**src/rtl/pab_pkg.sv**
```systemverilog
// constants and types for the pipelined converter digital back end
package pab_pkg;
    localparam int NUM_STAGES = 9;
    localparam int CODE_BITS = 2;
    localparam int RES_BITS = 10;
    localparam int SYNC_STAGES = 2;
    // stages settle two per convert cycle, so the first one waits the longest
    localparam int MAX_DELAY = (NUM_STAGES - 1) / 2;
    localparam int LATENCY_CYCLES = 5;
    localparam logic [2:0] INVALID_WORDS = 3'h5;
    localparam int FIFO_DEPTH = 32;
    localparam logic [RES_BITS-1:0] FULL_SCALE = 10'h3ff;

    // one-hot phase generator states
    typedef enum logic [3:0] {
        PAB_GAP1 = 4'h1,
        PAB_PH1 = 4'h2,
        PAB_GAP2 = 4'h4,
        PAB_PH2 = 4'h8
    } pab_phase_e;

    typedef logic [CODE_BITS-1:0] pab_code_t;
endpackage

```
**src/rtl/pab_backend.sv**
```systemverilog
// fifo and top of the pipelined converter digital back end
`timescale 1ns/1ps

// plain valid/ready buffer built from flops only
module pab_fifo #(
    parameter int WIDTH = 10,
    parameter int DEPTH = 32
) (
    // clock and reset
    input wire logic clk, // system clock
    input wire logic reset_n, // async reset, low
    // write side
    input wire logic inValid, // write request
    output logic inReady, // room for a word
    input wire logic [WIDTH-1:0] inData, // word written
    // read side
    output logic outValid, // head word present
    input wire logic outReady, // head taken
    output logic [WIDTH-1:0] outData // head word
);
    // pointer width; a depth of one would need special care
    localparam int AW = $clog2(DEPTH);

    // storage, both pointers and the occupancy in one record
    typedef struct packed {
        // word slots, indexed by the pointers
        logic [DEPTH-1:0][WIDTH-1:0] mem;
        // next slot to fill
        logic [AW-1:0] wrPtr;
        // slot shown at the head
        logic [AW-1:0] rdPtr;
        // one bit wider so full and empty differ
        logic [AW:0] count;
    } pab_fifo_s;

    // current and next state
    pab_fifo_s st_q, st_d;
    // accepted write this cycle
    logic doWrite;
    // accepted read this cycle
    logic doRead;

    // honest flags straight from the occupancy count
    assign inReady = (st_q.count != (AW + 1)'(DEPTH));
    assign outValid = (st_q.count != '0);

    // head word read from its slot, no extra cycle of latency
    assign outData = st_q.mem[st_q.rdPtr];

    // a transfer happens only when both sides agree
    assign doWrite = inValid && inReady;
    assign doRead = outValid && outReady;

    // pointers wrap by hand so depth need not be a power of two
    always_comb begin
        st_d = st_q;

        // write side
        if (doWrite) begin
            st_d.mem[st_q.wrPtr] = inData;
            st_d.wrPtr = (st_q.wrPtr == AW'(DEPTH - 1)) ? '0 : st_q.wrPtr + 1'b1;
        end

        // read side
        if (doRead) begin
            st_d.rdPtr = (st_q.rdPtr == AW'(DEPTH - 1)) ? '0 : st_q.rdPtr + 1'b1;
        end

        // simultaneous read and write leave the count alone
        if (doWrite && !doRead) begin
            st_d.count = st_q.count + 1'b1;
        end else if (doRead && !doWrite) begin
            st_d.count = st_q.count - 1'b1;
        end
    end

    // everything clears on reset, so the buffer starts empty
    always_ff @(posedge clk or negedge reset_n) begin
        if (!reset_n) begin
            st_q <= '0;
        end else begin
            st_q <= st_d;
        end
    end
endmodule

// top: synchronisers, phase generator, delay lines, correction and buffer
module pab_backend #(
    parameter int NSTAGE = pab_pkg::NUM_STAGES,
    parameter int DEPTH = pab_pkg::FIFO_DEPTH
) (
    // clocking
    input wire logic clk, // system clock, 10 MHz
    input wire logic reset_n, // async reset, low
    // converter side pins
    input wire logic convClk, // convert clock pin
    input wire logic [NSTAGE*pab_pkg::CODE_BITS-1:0] stageCode, // quantizer codes, stage 0 low
    input wire logic outDisable_n, // output-disable pin, high floats bus
    input wire logic sleepReq, // sleep pin, high floats bus
    // switch phases
    output logic phase1, // sampling switch phase
    output logic phase2, // hold and redistribute phase
    // output bus
    output logic [pab_pkg::RES_BITS-1:0] resultData, // result word, bit 9 msb
    output logic [pab_pkg::RES_BITS-1:0] resultOe, // per-bit output enable
    // downstream stream
    output logic resultValid, // head word valid
    input wire logic resultReady, // downstream takes word
    output logic bufferReady // fifo has room
);
    import pab_pkg::*;

    // width of the whole code bus
    localparam int CW = NSTAGE * CODE_BITS;

    // every flop of the block lives in this one record
    typedef struct packed {
        // pin synchronisers, two flops each before any logic reads them
        logic [SYNC_STAGES-1:0] convSync;
        logic convPrev;
        logic [SYNC_STAGES-1:0] disSync;
        logic [SYNC_STAGES-1:0] sleepSync;
        logic [SYNC_STAGES-1:0][CW-1:0] codeSync;

        // switch phase generator
        pab_phase_e phase;

        // per-stage delay lines, tap zero is the newest code
        logic [NSTAGE-1:0][MAX_DELAY:0][CODE_BITS-1:0] dly;

        // corrected word waiting for the next convert edge
        logic [RES_BITS-1:0] word;
        logic wordValid;

        // words still to be thrown away after reset or sleep
        logic [2:0] invalidCnt;
    } pab_top_s;

    // current and next state
    pab_top_s st_q, st_d;

    // edges of the synchronised convert clock
    logic convRise;
    logic convFall;

    // qualified pin levels
    logic sleeping;
    logic drive;

    // datapath
    logic pushValid;
    logic [CW-1:0] codes;
    logic [RES_BITS-1:0] corrected;

    // delay in convert cycles for a stage; later stages settle later
    // two stages share each delay depth except the last stage, which has depth zero alone; stage zero waits longest
    function automatic int stageDelay(input int idx);
        int half;
        half = idx / 2;
        return MAX_DELAY - half;
    endfunction

    // overlap sum of the aligned codes; each stage carries one redundant bit
    function automatic logic [RES_BITS-1:0] correctWord(
        input logic [NSTAGE-1:0][CODE_BITS-1:0] al
    );
        // accumulator one bit wider to catch over-range
        logic [RES_BITS:0] acc;
        acc = '0;
        for (int i = 0; i < NSTAGE; i++) begin
            acc = acc + ((RES_BITS + 1)'(al[i]) << (NSTAGE - 1 - i));
        end
        // an over-range sum clips to full scale rather than rolling over
        if (acc[RES_BITS]) begin
            return FULL_SCALE;
        end
        return acc[RES_BITS-1:0];
    endfunction

    // newest synchronised codes
    assign codes = st_q.codeSync[SYNC_STAGES-1];

    // edges taken from the last sync flop against one more flop
    assign convRise = st_q.convSync[SYNC_STAGES-1] && !st_q.convPrev;
    assign convFall = !st_q.convSync[SYNC_STAGES-1] && st_q.convPrev;

    // sleep level after synchronising
    assign sleeping = st_q.sleepSync[SYNC_STAGES-1];

    // pick each stage's aligned code from its own delay tap
    logic [NSTAGE-1:0][CODE_BITS-1:0] aligned;
    genvar g;
    generate
        for (g = 0; g < NSTAGE; g++) begin : g_align
            if (stageDelay(g) == 0) begin : g_direct
                // the last stage needs no delay
                assign aligned[g] = codes[g*CODE_BITS +: CODE_BITS];
            end else begin : g_tap
                // earlier stages wait in their own line
                assign aligned[g] = st_q.dly[g][stageDelay(g) - 1];
            end
        end
    endgenerate

    assign corrected = correctWord(aligned);

    // words are pushed one per convert cycle, dropped while invalid
    // a full buffer refuses the push and that word is lost
    assign pushValid = convRise && st_q.wordValid && !sleeping;

    // next state of every flop in the block
    always_comb begin
        st_d = st_q;

        // pin synchronisers shift every clock
        st_d.convSync = {st_q.convSync[SYNC_STAGES-2:0], convClk};
        st_d.convPrev = st_q.convSync[SYNC_STAGES-1];
        st_d.disSync = {st_q.disSync[SYNC_STAGES-2:0], outDisable_n};
        st_d.sleepSync = {st_q.sleepSync[SYNC_STAGES-2:0], sleepReq};
        st_d.codeSync = {st_q.codeSync[SYNC_STAGES-2:0], stageCode};

        // one idle cycle between phases keeps them from overlapping
        unique case (st_q.phase)
            PAB_GAP1: begin
                st_d.phase = PAB_PH1;
            end
            PAB_PH1: begin
                // sampling lasts while the convert clock is high
                st_d.phase = convFall ? PAB_GAP2 : PAB_PH1;
            end
            PAB_GAP2: begin
                st_d.phase = PAB_PH2;
            end
            PAB_PH2: begin
                // hold and redistribute while the convert clock is low
                st_d.phase = convRise ? PAB_GAP1 : PAB_PH2;
            end
            default: begin
                st_d.phase = PAB_GAP1;
            end
        endcase

        if (convRise) begin
            // all stages step together on the convert edge
            for (int i = 0; i < NSTAGE; i++) begin
                st_d.dly[i][0] = codes[i*CODE_BITS +: CODE_BITS];
                // shift each delay line by one
                for (int k = 1; k <= MAX_DELAY; k++) begin
                    st_d.dly[i][k] = st_q.dly[i][k-1];
                end
            end

            // word held one more cycle so the bus turns at cycle five
            st_d.word = corrected;
            // the word closing the invalid window is the first good one
            st_d.wordValid = (st_q.invalidCnt <= 3'h1) && !sleeping;
            // count down the words still to drop
            if (st_q.invalidCnt != '0 && !sleeping) begin
                st_d.invalidCnt = st_q.invalidCnt - 3'h1;
            end
        end
        // sleep scrambles the pipeline, so restart the invalid window
        if (sleeping) begin
            st_d.invalidCnt = INVALID_WORDS;
            st_d.wordValid = 1'b0;
        end
    end

    // phases park in hold and the invalid window is armed at reset
    always_ff @(posedge clk or negedge reset_n) begin
        if (!reset_n) begin
            st_q <= '0;
            st_q.phase <= PAB_PH2;
            st_q.invalidCnt <= INVALID_WORDS;
        end else begin
            st_q <= st_d;
        end
    end

    // the buffer lets downstream stall without slowing the sample rate
    // output stream buffer; a full buffer drops the word and shows on bufferReady
    pab_fifo #(
        .WIDTH(RES_BITS),
        .DEPTH(DEPTH)
    ) u_fifo (
        .clk(clk),
        .reset_n(reset_n),
        .inValid(pushValid),
        .inReady(bufferReady),
        .inData(st_q.word),
        .outValid(resultValid),
        .outReady(resultReady),
        .outData(resultData)
    );

    // bus drives only when neither disable nor sleep is high
    // the pin pull-down sits outside, so an open pin reads low here
    assign drive = !st_q.disSync[SYNC_STAGES-1] && !sleeping;

    // every data bit shares the one enable
    assign resultOe = {RES_BITS{drive}};

    // phases decoded straight from the one-hot state
    assign phase1 = (st_q.phase == PAB_PH1);
    assign phase2 = (st_q.phase == PAB_PH2);
endmodule

```
**config.mk**
```make
export PLATFORM = sky130hd
export DESIGN_NAME = pab_backend
export DESIGN_NICKNAME = d
export VERILOG_FILES = /design/src/rtl/pab_pkg.sv /design/src/rtl/pab_backend.sv
export SDC_FILE = /design/constraint.sdc
export NUM_CORES = 1
export LEC_CHECK = 0
export ABC_AREA = 1
export BUFFER_PORTS_ARGS = -buffer_cell sky130_fd_sc_hd__clkbuf_2
export CORE_AREA = 10 10 217 271
export DETAILED_ROUTE_END_ITERATION = 10
export DIE_AREA = 0 0 227 281
export SYNTH_ARGS = -nofsm -noshare
export SYNTH_HDL_FRONTEND = slang
export SYNTH_SLANG_ARGS = --single-unit
export TNS_END_PERCENT = 30
```
**constraint.sdc**
```tcl
create_clock -name clk -period 3.3 [get_ports clk]
set_input_delay 0.66 -clock clk [delete_from_list [all_inputs] [get_ports clk]]
set_output_delay 0.66 -clock clk [all_outputs]
set_load 0.01 [all_outputs]
```
== Word-level counts from Yosys, hierarchy flattened ==
Cells that the tools add are included.
Storage, ports and cells
  flip-flop bits (word level): 437
  bits in latches: 0
  memory bits (writable): 0
  ROM bits: 0
  input bits: 24
  output and inout bits: 24
  word-level logic and storage cells: 131
  memories: 0
Cells by class
  add/subtract/negate cells: 13
  multiply operators: 0
  divide/modulo/power cells: 0
  $lt $le $gt $ge: 4
  eq/ne operators: 7
  shift-type cells: 0
  mux-type cells: 18
  bitwise gates (word level): 0
  reduce and logical (&&, ||, !) cells: 24
Operators by type and width (number)
  bitwise mux 320 bit: 1
  binary-select mux 10 bit (select 5 bit): 1
  demux 10 bit (select 5 bit): 1
  two-way mux 10 bit: 4
  case mux 4 bit (4 select lines): 1
  logical AND 1 bit: 12
  < comparator 5 x 6 -> 1 bit, second input constant: 2
  two-way mux 4 bit: 3
  two-way mux 6 bit: 2
  adder 10 x 9 -> 11 bit: 1
  adder 11 x 2 -> 11 bit: 1
  adder 11 x 3 -> 11 bit: 1
  adder 11 x 4 -> 11 bit: 1
  adder 11 x 5 -> 11 bit: 1
  adder 11 x 6 -> 11 bit: 1
  adder 11 x 7 -> 11 bit: 1
  adder 11 x 8 -> 11 bit: 1
  adder 5 x 1 -> 5 bit, second input constant: 2
  equality test 5 bit, second input constant: 2
  two-way mux 5 bit: 2
  adder 6 x 1 -> 6 bit, second input constant: 1
  logical NOT 1 bit: 6
  two-way mux 3 bit: 2
  != test 6 bit, second input constant: 1
  other kinds (13): 15

== Longest topological paths before layout ==
Gate-level depths: netlist (run 1).
  word-level depth: 10
  depth in mapped cells: 19

== Modules after synthesis ==
From an unflattened synthesis (run 1), not the netlist that was laid out.
Second synthesis, totals
  cells, all modules: 2532
  area, all modules: 20238.2 um^2
By module, submodules not included
  pab_fifo: times used 1, cells each 2145, area each 16323.2 um^2
  pab_backend: times used 1, cells each 387, area each 3915.0 um^2

== Least setup slack after synthesis (run 1) ==
OpenSTA, ideal clock, no wires.
  path type: register to register
  from: reg u_fifo.st_q[0] (netlist name)
  to: reg u_fifo.st_q[3] (netlist name)
  setup time: 0.117 ns
  data arrival time: 2.335 ns
  data required time: 3.183 ns
  slack: 0.847 ns
  cell stages (with the launch flop): 17
  path buffers: 2
  cell sequence: dfrtp_1 > nor2_1 > nand2_1 > nor2_1 > nand2_1 > nand2_1 > inv_2 > buf_6 > buf_2 > ha_1 > inv_1 > ha_1 > nand3_1 > nand3_1 > or2_2 > nand3_1 > nand2_1
On the way
  longest elaborated chain between the ends: 5
Ends and longest elaborated chain
  start, declared: RTL line pab_backend.sv:37  | pab_fifo_s st_q, st_d;
  start signal, assigned: RTL line pab_backend.sv:82  | st_q <= st_d;
  != test 6 bit (*): RTL line pab_backend.sv:44  | assign inReady = (st_q.count != (AW + 1)'(DEPTH));
  named net bufferReady: RTL line pab_backend.sv:109  | output logic bufferReady
  logical AND 1 bit (*): RTL line pab_backend.sv:51  | assign doWrite = inValid && inReady;
  named net u_fifo.doWrite: RTL line pab_backend.sv:39  | logic doWrite;
  logical NOT 1 bit: RTL line pab_backend.sv:72  | end else if (doRead && !doWrite) begin
  logical AND 1 bit: RTL line pab_backend.sv:72
  nonzero test 2 bit (no line)
The timed path passes the listed nets; every way through them passes the cells marked *. The select of a mux whose other input is x is not followed.
A chain may end at the register's enable or synchronous reset.

== Worst setup path after layout (run 1) ==
  from: reg u_fifo.st_q[6] (netlist name)
  to: out resultData[4] (netlist name)
On the way
  longest elaborated chain between the ends: 2
Ends and longest elaborated chain
  binary-select mux 10 bit (select 5 bit): RTL line pab_backend.sv:48  | assign outData = st_q.mem[st_q.rdPtr];
  two-way mux 10 bit (not written as such): RTL line pab_backend.sv:48
  end, declared: RTL line pab_backend.sv:104  | output logic [pab_pkg::RES_BITS-1:0] resultData,
No other way between the ends. The select of a mux whose other input is x is not followed.

==> flow_metrics.py, run 1 <==
metrics = {
    "floorplan": {
        "coreArea_um2": 53400,
        "ios": 48,
        "num_rows": 95,
        "die_h_um": 281,
        "die_w_um": 227,
        "start_util_pct": 39.7,
        "dieArea_um2": 63800,
    },
    "pwr": {
        "power_leakage_nw": 12.4,
        "peakVddDrop_mv": 0.448,
        "power_density_nw_per_um2": 700,
    },
    "logic_synthesis": {
        "post_synth_and_or_nand_nor_area_fraction_pct": 35.8,
        "syn_avg_cell_area_um2": 7.63,
        "synth_top_family_by_area": "simple AND/OR/NAND/NOR gates",
        "ys_seq_area_share_pct": 51.6,
        "synth_seq_cells": 437,
        "syn_nets": 2827,
        "synthFlopType": "dfrtp_1",
        "ys_async_sr_fraction_pct": 100,
        "yosys.area.top_type": "dfrtp_1",
        "synth_top_area_share_pct": 51.2,
        "yosys-top-cells-area": "dfrtp_1, nand2_1, nand3_1",
        "yosysWarnings": 0,
        "synth_mux_area_share_pct": 0,
        "syn-cell-area_um2": 21200,
        "synth_cells": 2779,
        "synth-edff-count": 0,
        "synth_fa_ha_area_share_pct": 1.49,
        "synth_cell_types": 28,
        "synth-xor-area-share_pct": 0.289,
        "synth-compound-area-share_pct": 3.79,
    },
    "finish": {
        "final_area_um2": 23600,
        "antenna_cells": 0,
        "drive_gt1_share_pct": 8.74,
        "finalNetCount": 2792,
        "layout_commonest_cell": "nand2_1",
        "area_delta_synth_final_pct": 11.4,
        "final_core_util_pct": 44.3,
        "finalNonFillerCells": 3460,
        "filler_cell_count": 5286,
        "layout_common_cells": "nand2_1, nand3_1, dfrtp_1",
    },
    "clock_tree": {
        "clkSinkCount": 437,
        "cts_tree": "done",
        "cts_buffers": 47,
        "htreeDepth": 2,
        "post_cts_buffers": 0,
        "clockBufferDepth": 3,
        "clk_latency_ns": 0.59,
        "clkSlewWorstSetupHoldPaths_ns": 0.06,
        "clockRootBuffer": "clkbuf_16",
    },
    "worst_setup_path": {
        "end_kind": "output pin",
        "start_kind": "flop",
        "setup.worst_path.class": "reg -> out",
        "worstPathMaxFanout": 71,
        "crit_required_ns": 2.64,
        "critPathArrivalTime_ns": 2.57,
    },
    "placement": {
        "pre_cts_ws_ns": 0.574,
        "port_buffers": 47,
        "placedCellCount": 3373,
        "place_congestion": 0.891,
        "dp_hpwl_mm": 38.3,
        "place_area_um2": 21900,
    },
    "sta": {
        "finClkSkew_ns": 0.0175,
        "relSlewSlack_pct": 39.6,
        "whs_ns": 0.175,
        "worst_slack_ns": 0.0667,
        "grt_setup_unrepaired": "true",
        "hold_viol": 0,
        "slew_violations": 0,
        "fmax_mhz": 309,
        "fin_crit_ns": 3.23,
        "period_share_pct": 98.0,
        "finalSetupViolations": 0,
        "tightest_slew_ns": 0.906,
    },
    "status": {
        "status": "finished, final reports clean",
    },
    "detailed_routing": {
        "vias_per_cell": 5.27,
        "drt_iter0_drc": 2005,
        "wl_mm": 62.3,
        "drc_errors": 0,
        "antenna_left": 0,
        "vias": 18300,
        "avgRoutedWirePerCell_um": 18.0,
        "drtPass1Iterations": 6,
    },
    "global_routing": {
        "grt_pass1_wl_mm": 101,
        "antenna_found_initial": 0,
        "grt_start_max_net_pins": 172,
        "grt_use_total_pct": 19.8,
        "grt_pass1_vias": 18000,
        "globalRouteOverflowTotal": 0,
    },
    "job": {
        "drv_cap": 0,
    },
    "worst_hold_path": {
        "hold_class": "in -> reg",
    },
}
[cells in the mapped netlist (all sizes together) (3+ instances only)]
master	number
clkbuf	88
dfrtp	434
buf	109
ha	22
inv	129
nor3	3
dfstp	3
o22ai	5
nor2	221
or2	5
o21ai	109
a21oi	29
o211ai	10
nand2	1116
nand3	482
xnor2	3
xor2	4
[metrics by stage]
stage                     setup TNS [ns]  power [mW]
after floorplan                        0        8.98
after global placement                 0        10.9
after detailed placement               0        10.9
after CTS                              0        16.6
after global routing             -0.0440        17.4
final                                  0        16.6
[logic make-up (layout without fill, tap and decap cells)]
kind of cell / count (synthesis) / count (layout)
adders and majority gates: 24 / 24
AOI/OAI and AO/OA: 154 / 154
and+or+nand+nor: 1830 / 1830
xor gates and xnor gates: 7 / 7
DFF: 437 / 437
buffers and inverters: 327 / 329
[critical path, cell delays in order, from the launching register on]
cell	delay (ns)
dfrtp_4	0.53
clkinv_4	0.16
buf_16	0.27
nand2_1	0.09
nand2_1	0.07
nand2_1	0.05
nand3_1	0.14
nand3_1	0.13
nand2_1	0.17
nand2_1	0.13
inv_1	0.08
clkbuf_2	0.13
[final cells by class]
type / count / area (um^2) / share of cell area, %
Clock inverter: 19 / 263 / 1.11
Sequential cell: 437 / 10900 / 46.3
Timing Repair Buffer: 113 / 900 / 3.81
Tap cell: 679 / 850 / 3.59
Clock buffer: 67 / 1400 / 5.94
Multi-Input combinational cell: 2015 / 8770 / 37.1
Inverter: 130 / 500 / 2.12
[timing repair]
action / 4_1_cts / 5_1_grt
hold buffers: 1 / 0
gates resized for setup: 1 / 7
endpoints found under the hold margin: 28 / 0
pin swaps: 0 / 1
gates cloned: 0 / 0
endpoints found under the setup margin: 3 / 9
[layer usage]
metal / vias up / GRT usage [%] / wire length, um
met5: - / 0 / 0
met4: 0 / 7.70 / 2490
met3: 150 / 3.15 / 3900
met2: 608 / 32.0 / 29600
met1: 8767 / 26.1 / 26300
li1: 8726 / - / -
[power by group]
part / leakage, nW / switching, mW / internal (mW) / total [mW]
registers: 5.89 / 0.255 / 5.64 / 5.89
logic: 5.69 / 3.60 / 1.39 / 4.99
clock network: 0.829 / 2.24 / 3.43 / 5.67
[worst paths after layout]
| check | depth (start not counted) | slack (ns) | endpoint | from |
|---|---|---|---|---|
| min reg2reg | 0 | 0.35 | codes[11] | st_d[137] |
| max reg2reg | 14 | 0.79 | u_fifo.st_q[3] | u_fifo.st_q[1] |
| max in group asynchronous | 3 | 1.75 | u_fifo.st_q[131] | reset_n |
| min in group asynchronous | 2 | 0.56 | u_fifo.st_q[295] | reset_n |
| min | 1 | 0.17 | st_d[128] | stageCode[2] |
| max | 11 | 0.07 | resultData[4] | u_fifo.st_q[6] |
[state kept, by name, indices dropped and copies added (netlist names)]
signal       cells
aligned         16
sleeping         1
st_q            44
st_d            22
u_fifo.st_q    336
codes           18
(Power assumes the default switching activity.)
==> run 2: changes to the inputs <==
==> constraint.sdc (replaced) <==
create_clock -name clk -period 3.45 [get_ports clk]
set_input_delay 0 -clock clk [delete_from_list [all_inputs] [get_ports clk]]
set_output_delay 0 -clock clk [all_outputs]
set_load 0.01 [all_outputs]
==> run 2 against run 1 <==
Against the previous run:
- count of clock-buffer cells in the layout is 2 higher
- clock skew increased by 0.0029 ns
- worst setup slack better by 0.38 ns
- sequential power decreased by 3.6%
- design area grew 0.28%
- sequential cell count unchanged
- final cell count increased by 0.52%
- combinational power decreased by 6.8%
==> flow_metrics.py, run 2 (synthesis results as in run 1) <==
metrics = {
    "sta": {
        "tightest_slew_ns": 1.08,
        "relSlewSlack_pct": 28.1,
        "hold_viol": 0,
        "finClkSkew_ns": 0.0204,
        "period_share_pct": 87.0,
        "slew_violations": 0,
        "finalSetupViolations": 0,
        "fin_crit_ns": 3.00,
        "finalSetupTns_ns": 0,
        "fmax_mhz": 333,
        "whs_ns": 0.0486,
        "grt_setup_unrepaired": "false",
    },
    "worst_setup_path": {
        "start_kind": "flop",
        "worstPathMaxFanout": 161,
        "end_kind": "output pin",
        "setup.worst_path.class": "reg -> out",
        "critPathArrivalTime_ns": 3.00,
        "crit_required_ns": 3.45,
    },
    "clock_tree": {
        "clk_latency_ns": 0.59,
        "cts_buffers": 48,
        "post_cts_buffers": 0,
        "cts_resized": 0,
        "htreeDepth": 2,
        "clockRootBuffer": "clkbuf_16",
        "clkSinkCount": 437,
        "ctsHoldBuffers": 23,
        "clkSlewWorstSetupHoldPaths_ns": 0.06,
        "cts_tree": "done",
        "clockBufferDepth": 3,
    },
    "global_routing": {
        "grt_use_total_pct": 18.9,
        "grt_pass1_vias": 17300,
        "grt_pass1_wl_mm": 96.3,
        "grt_start_max_net_pins": 162,
        "antenna_found_initial": 0,
        "globalRouteOverflowTotal": 0,
    },
    "finish": {
        "layout_commonest_cell": "nand2_1",
        "final_core_util_pct": 44.4,
        "layout_common_cells": "nand2_1, nand3_1, dfrtp_1",
        "seq_area_um2": 10900,
        "drive_gt1_share_pct": 8.22,
        "area_delta_synth_final_pct": 11.7,
        "filler_cell_count": 5353,
        "largest_reg_flops": 336,
        "finalNetCount": 2811,
        "multi_input_area_um2": 8760,
        "antenna_cells": 0,
        "final_area_um2": 23700,
        "finalNonFillerCells": 3478,
        "top_register": "u_fifo.st_q",
    },
    "placement": {
        "dp_hpwl_mm": 36.4,
        "place_congestion": 0.868,
        "port_buffers": 47,
        "placedCellCount": 3369,
        "place_area_um2": 21900,
    },
    "floorplan": {
        "start_util_pct": 39.7,
        "ios": 48,
        "dieArea_um2": 63800,
        "die_w_um": 227,
        "num_rows": 95,
        "die_h_um": 281,
        "coreArea_um2": 53400,
    },
    "pwr": {
        "swShare_pct": 37.5,
        "power_density_nw_per_um2": 656,
        "peakVddDrop_mv": 0.491,
        "pwr-share-clk_pct": 33.6,
        "p_comb_share_pct": 29.9,
        "p_int_mw": 9.71,
        "switchingPower_mw": 5.83,
        "power_leakage_nw": 12.4,
        "power_frac_seq_pct": 36.5,
    },
    "worst_hold_path": {
        "hold_class": "in -> reg",
    },
    "detailed_routing": {
        "vias": 18000,
        "drtPass1Iterations": 6,
        "vias_per_cell": 5.17,
        "drc_errors": 0,
        "avgRoutedWirePerCell_um": 17.3,
        "wl_mm": 60.1,
        "antenna_left": 0,
        "drt_iter0_drc": 1904,
    },
    "job": {
        "drv_cap": 0,
    },
    "status": {
        "status": "finished, final reports clean",
    },
}
==> run 2: changes by cell type in the layout (fill, tap and decap cells not counted), sizes merged <==
cell,previous run,this run
dlygate4sd3,1,23
clkinvlp,1,3
buf,66,62
clkbuf,113,115
bufinv,6,4
clkinv,13,11
==> run 2: worst paths after layout <==
| check | from | slack (ns) | end | cells past startpoint |
|---|---|---|---|---|
| setup / recovery | u_fifo.st_q[6] | 0.45 | resultData[1] | 10 |
| hold / removal | convClk | 0.05 | st_d[150] | 2 |
| setup reg to reg | u_fifo.st_q[0] | 0.93 | u_fifo.st_q[3] | 14 |
| hold reg to reg | st_d[147] | 0.35 | st_q[147] | 0 |
| max in group asynchronous | reset_n | 2.33 | u_fifo.st_q[228] | 3 |
| min in group asynchronous | reset_n | 0.10 | u_fifo.st_q[312] | 2 |
==> run 2: metrics by stage <==
step,total power [mW],setup slack [ns]
2_1_floorplan,8.59,0.997
3_3_place_gp,10.3,0.970
3_5_place_dp,10.3,0.962
4_1_cts,15.6,0.484
5_1_grt,16.4,0.318
6_report,15.5,0.448
==> run 2: cell type report <==
cell class	count	area share (%)
Clock buffer	69	5.78
Clock inverter	17	0.971
Inverter	130	2.10
Multi-Input combinational cell	2015	37.0
Sequential cell	437	46.2
Tap cell	679	3.58
Timing Repair Buffer	131	4.41
==> run 2: worst max-delay path, stage by stage, from the launching register on <==
cell	delay (ns)
dfrtp_4	0.60
buf_12	0.61
nor2_1	0.13
nor2_1	0.15
o21ai_0	0.12
nand3_1	0.17
nand3_1	0.09
nand2_1	0.14
nand2_1	0.11
inv_1	0.08
clkbuf_2	0.13
==> run 2: routing by layer <==
layer / global-route usage [%] / share of wire, % / vias to the layer above
li1: - / - / 8735
met1: 25.2 / 43 / 8546
met2: 30.8 / 48 / 573
met3: 2.92 / 6.2 / 112
met4: 6.11 / 2.9 / 0
met5: 0 / 0 / -
==> run 2: power by group through the flow <==
stage               logic [mW]  registers [mW]  clock network (mW)
floorplan                 3.00            5.59                   0
global placement          4.57            5.76                   0
detailed placement        4.58            5.76                   0
CTS                       4.62            5.67                5.34
global route              5.08            5.71                5.56
finish                    4.65            5.68                5.22
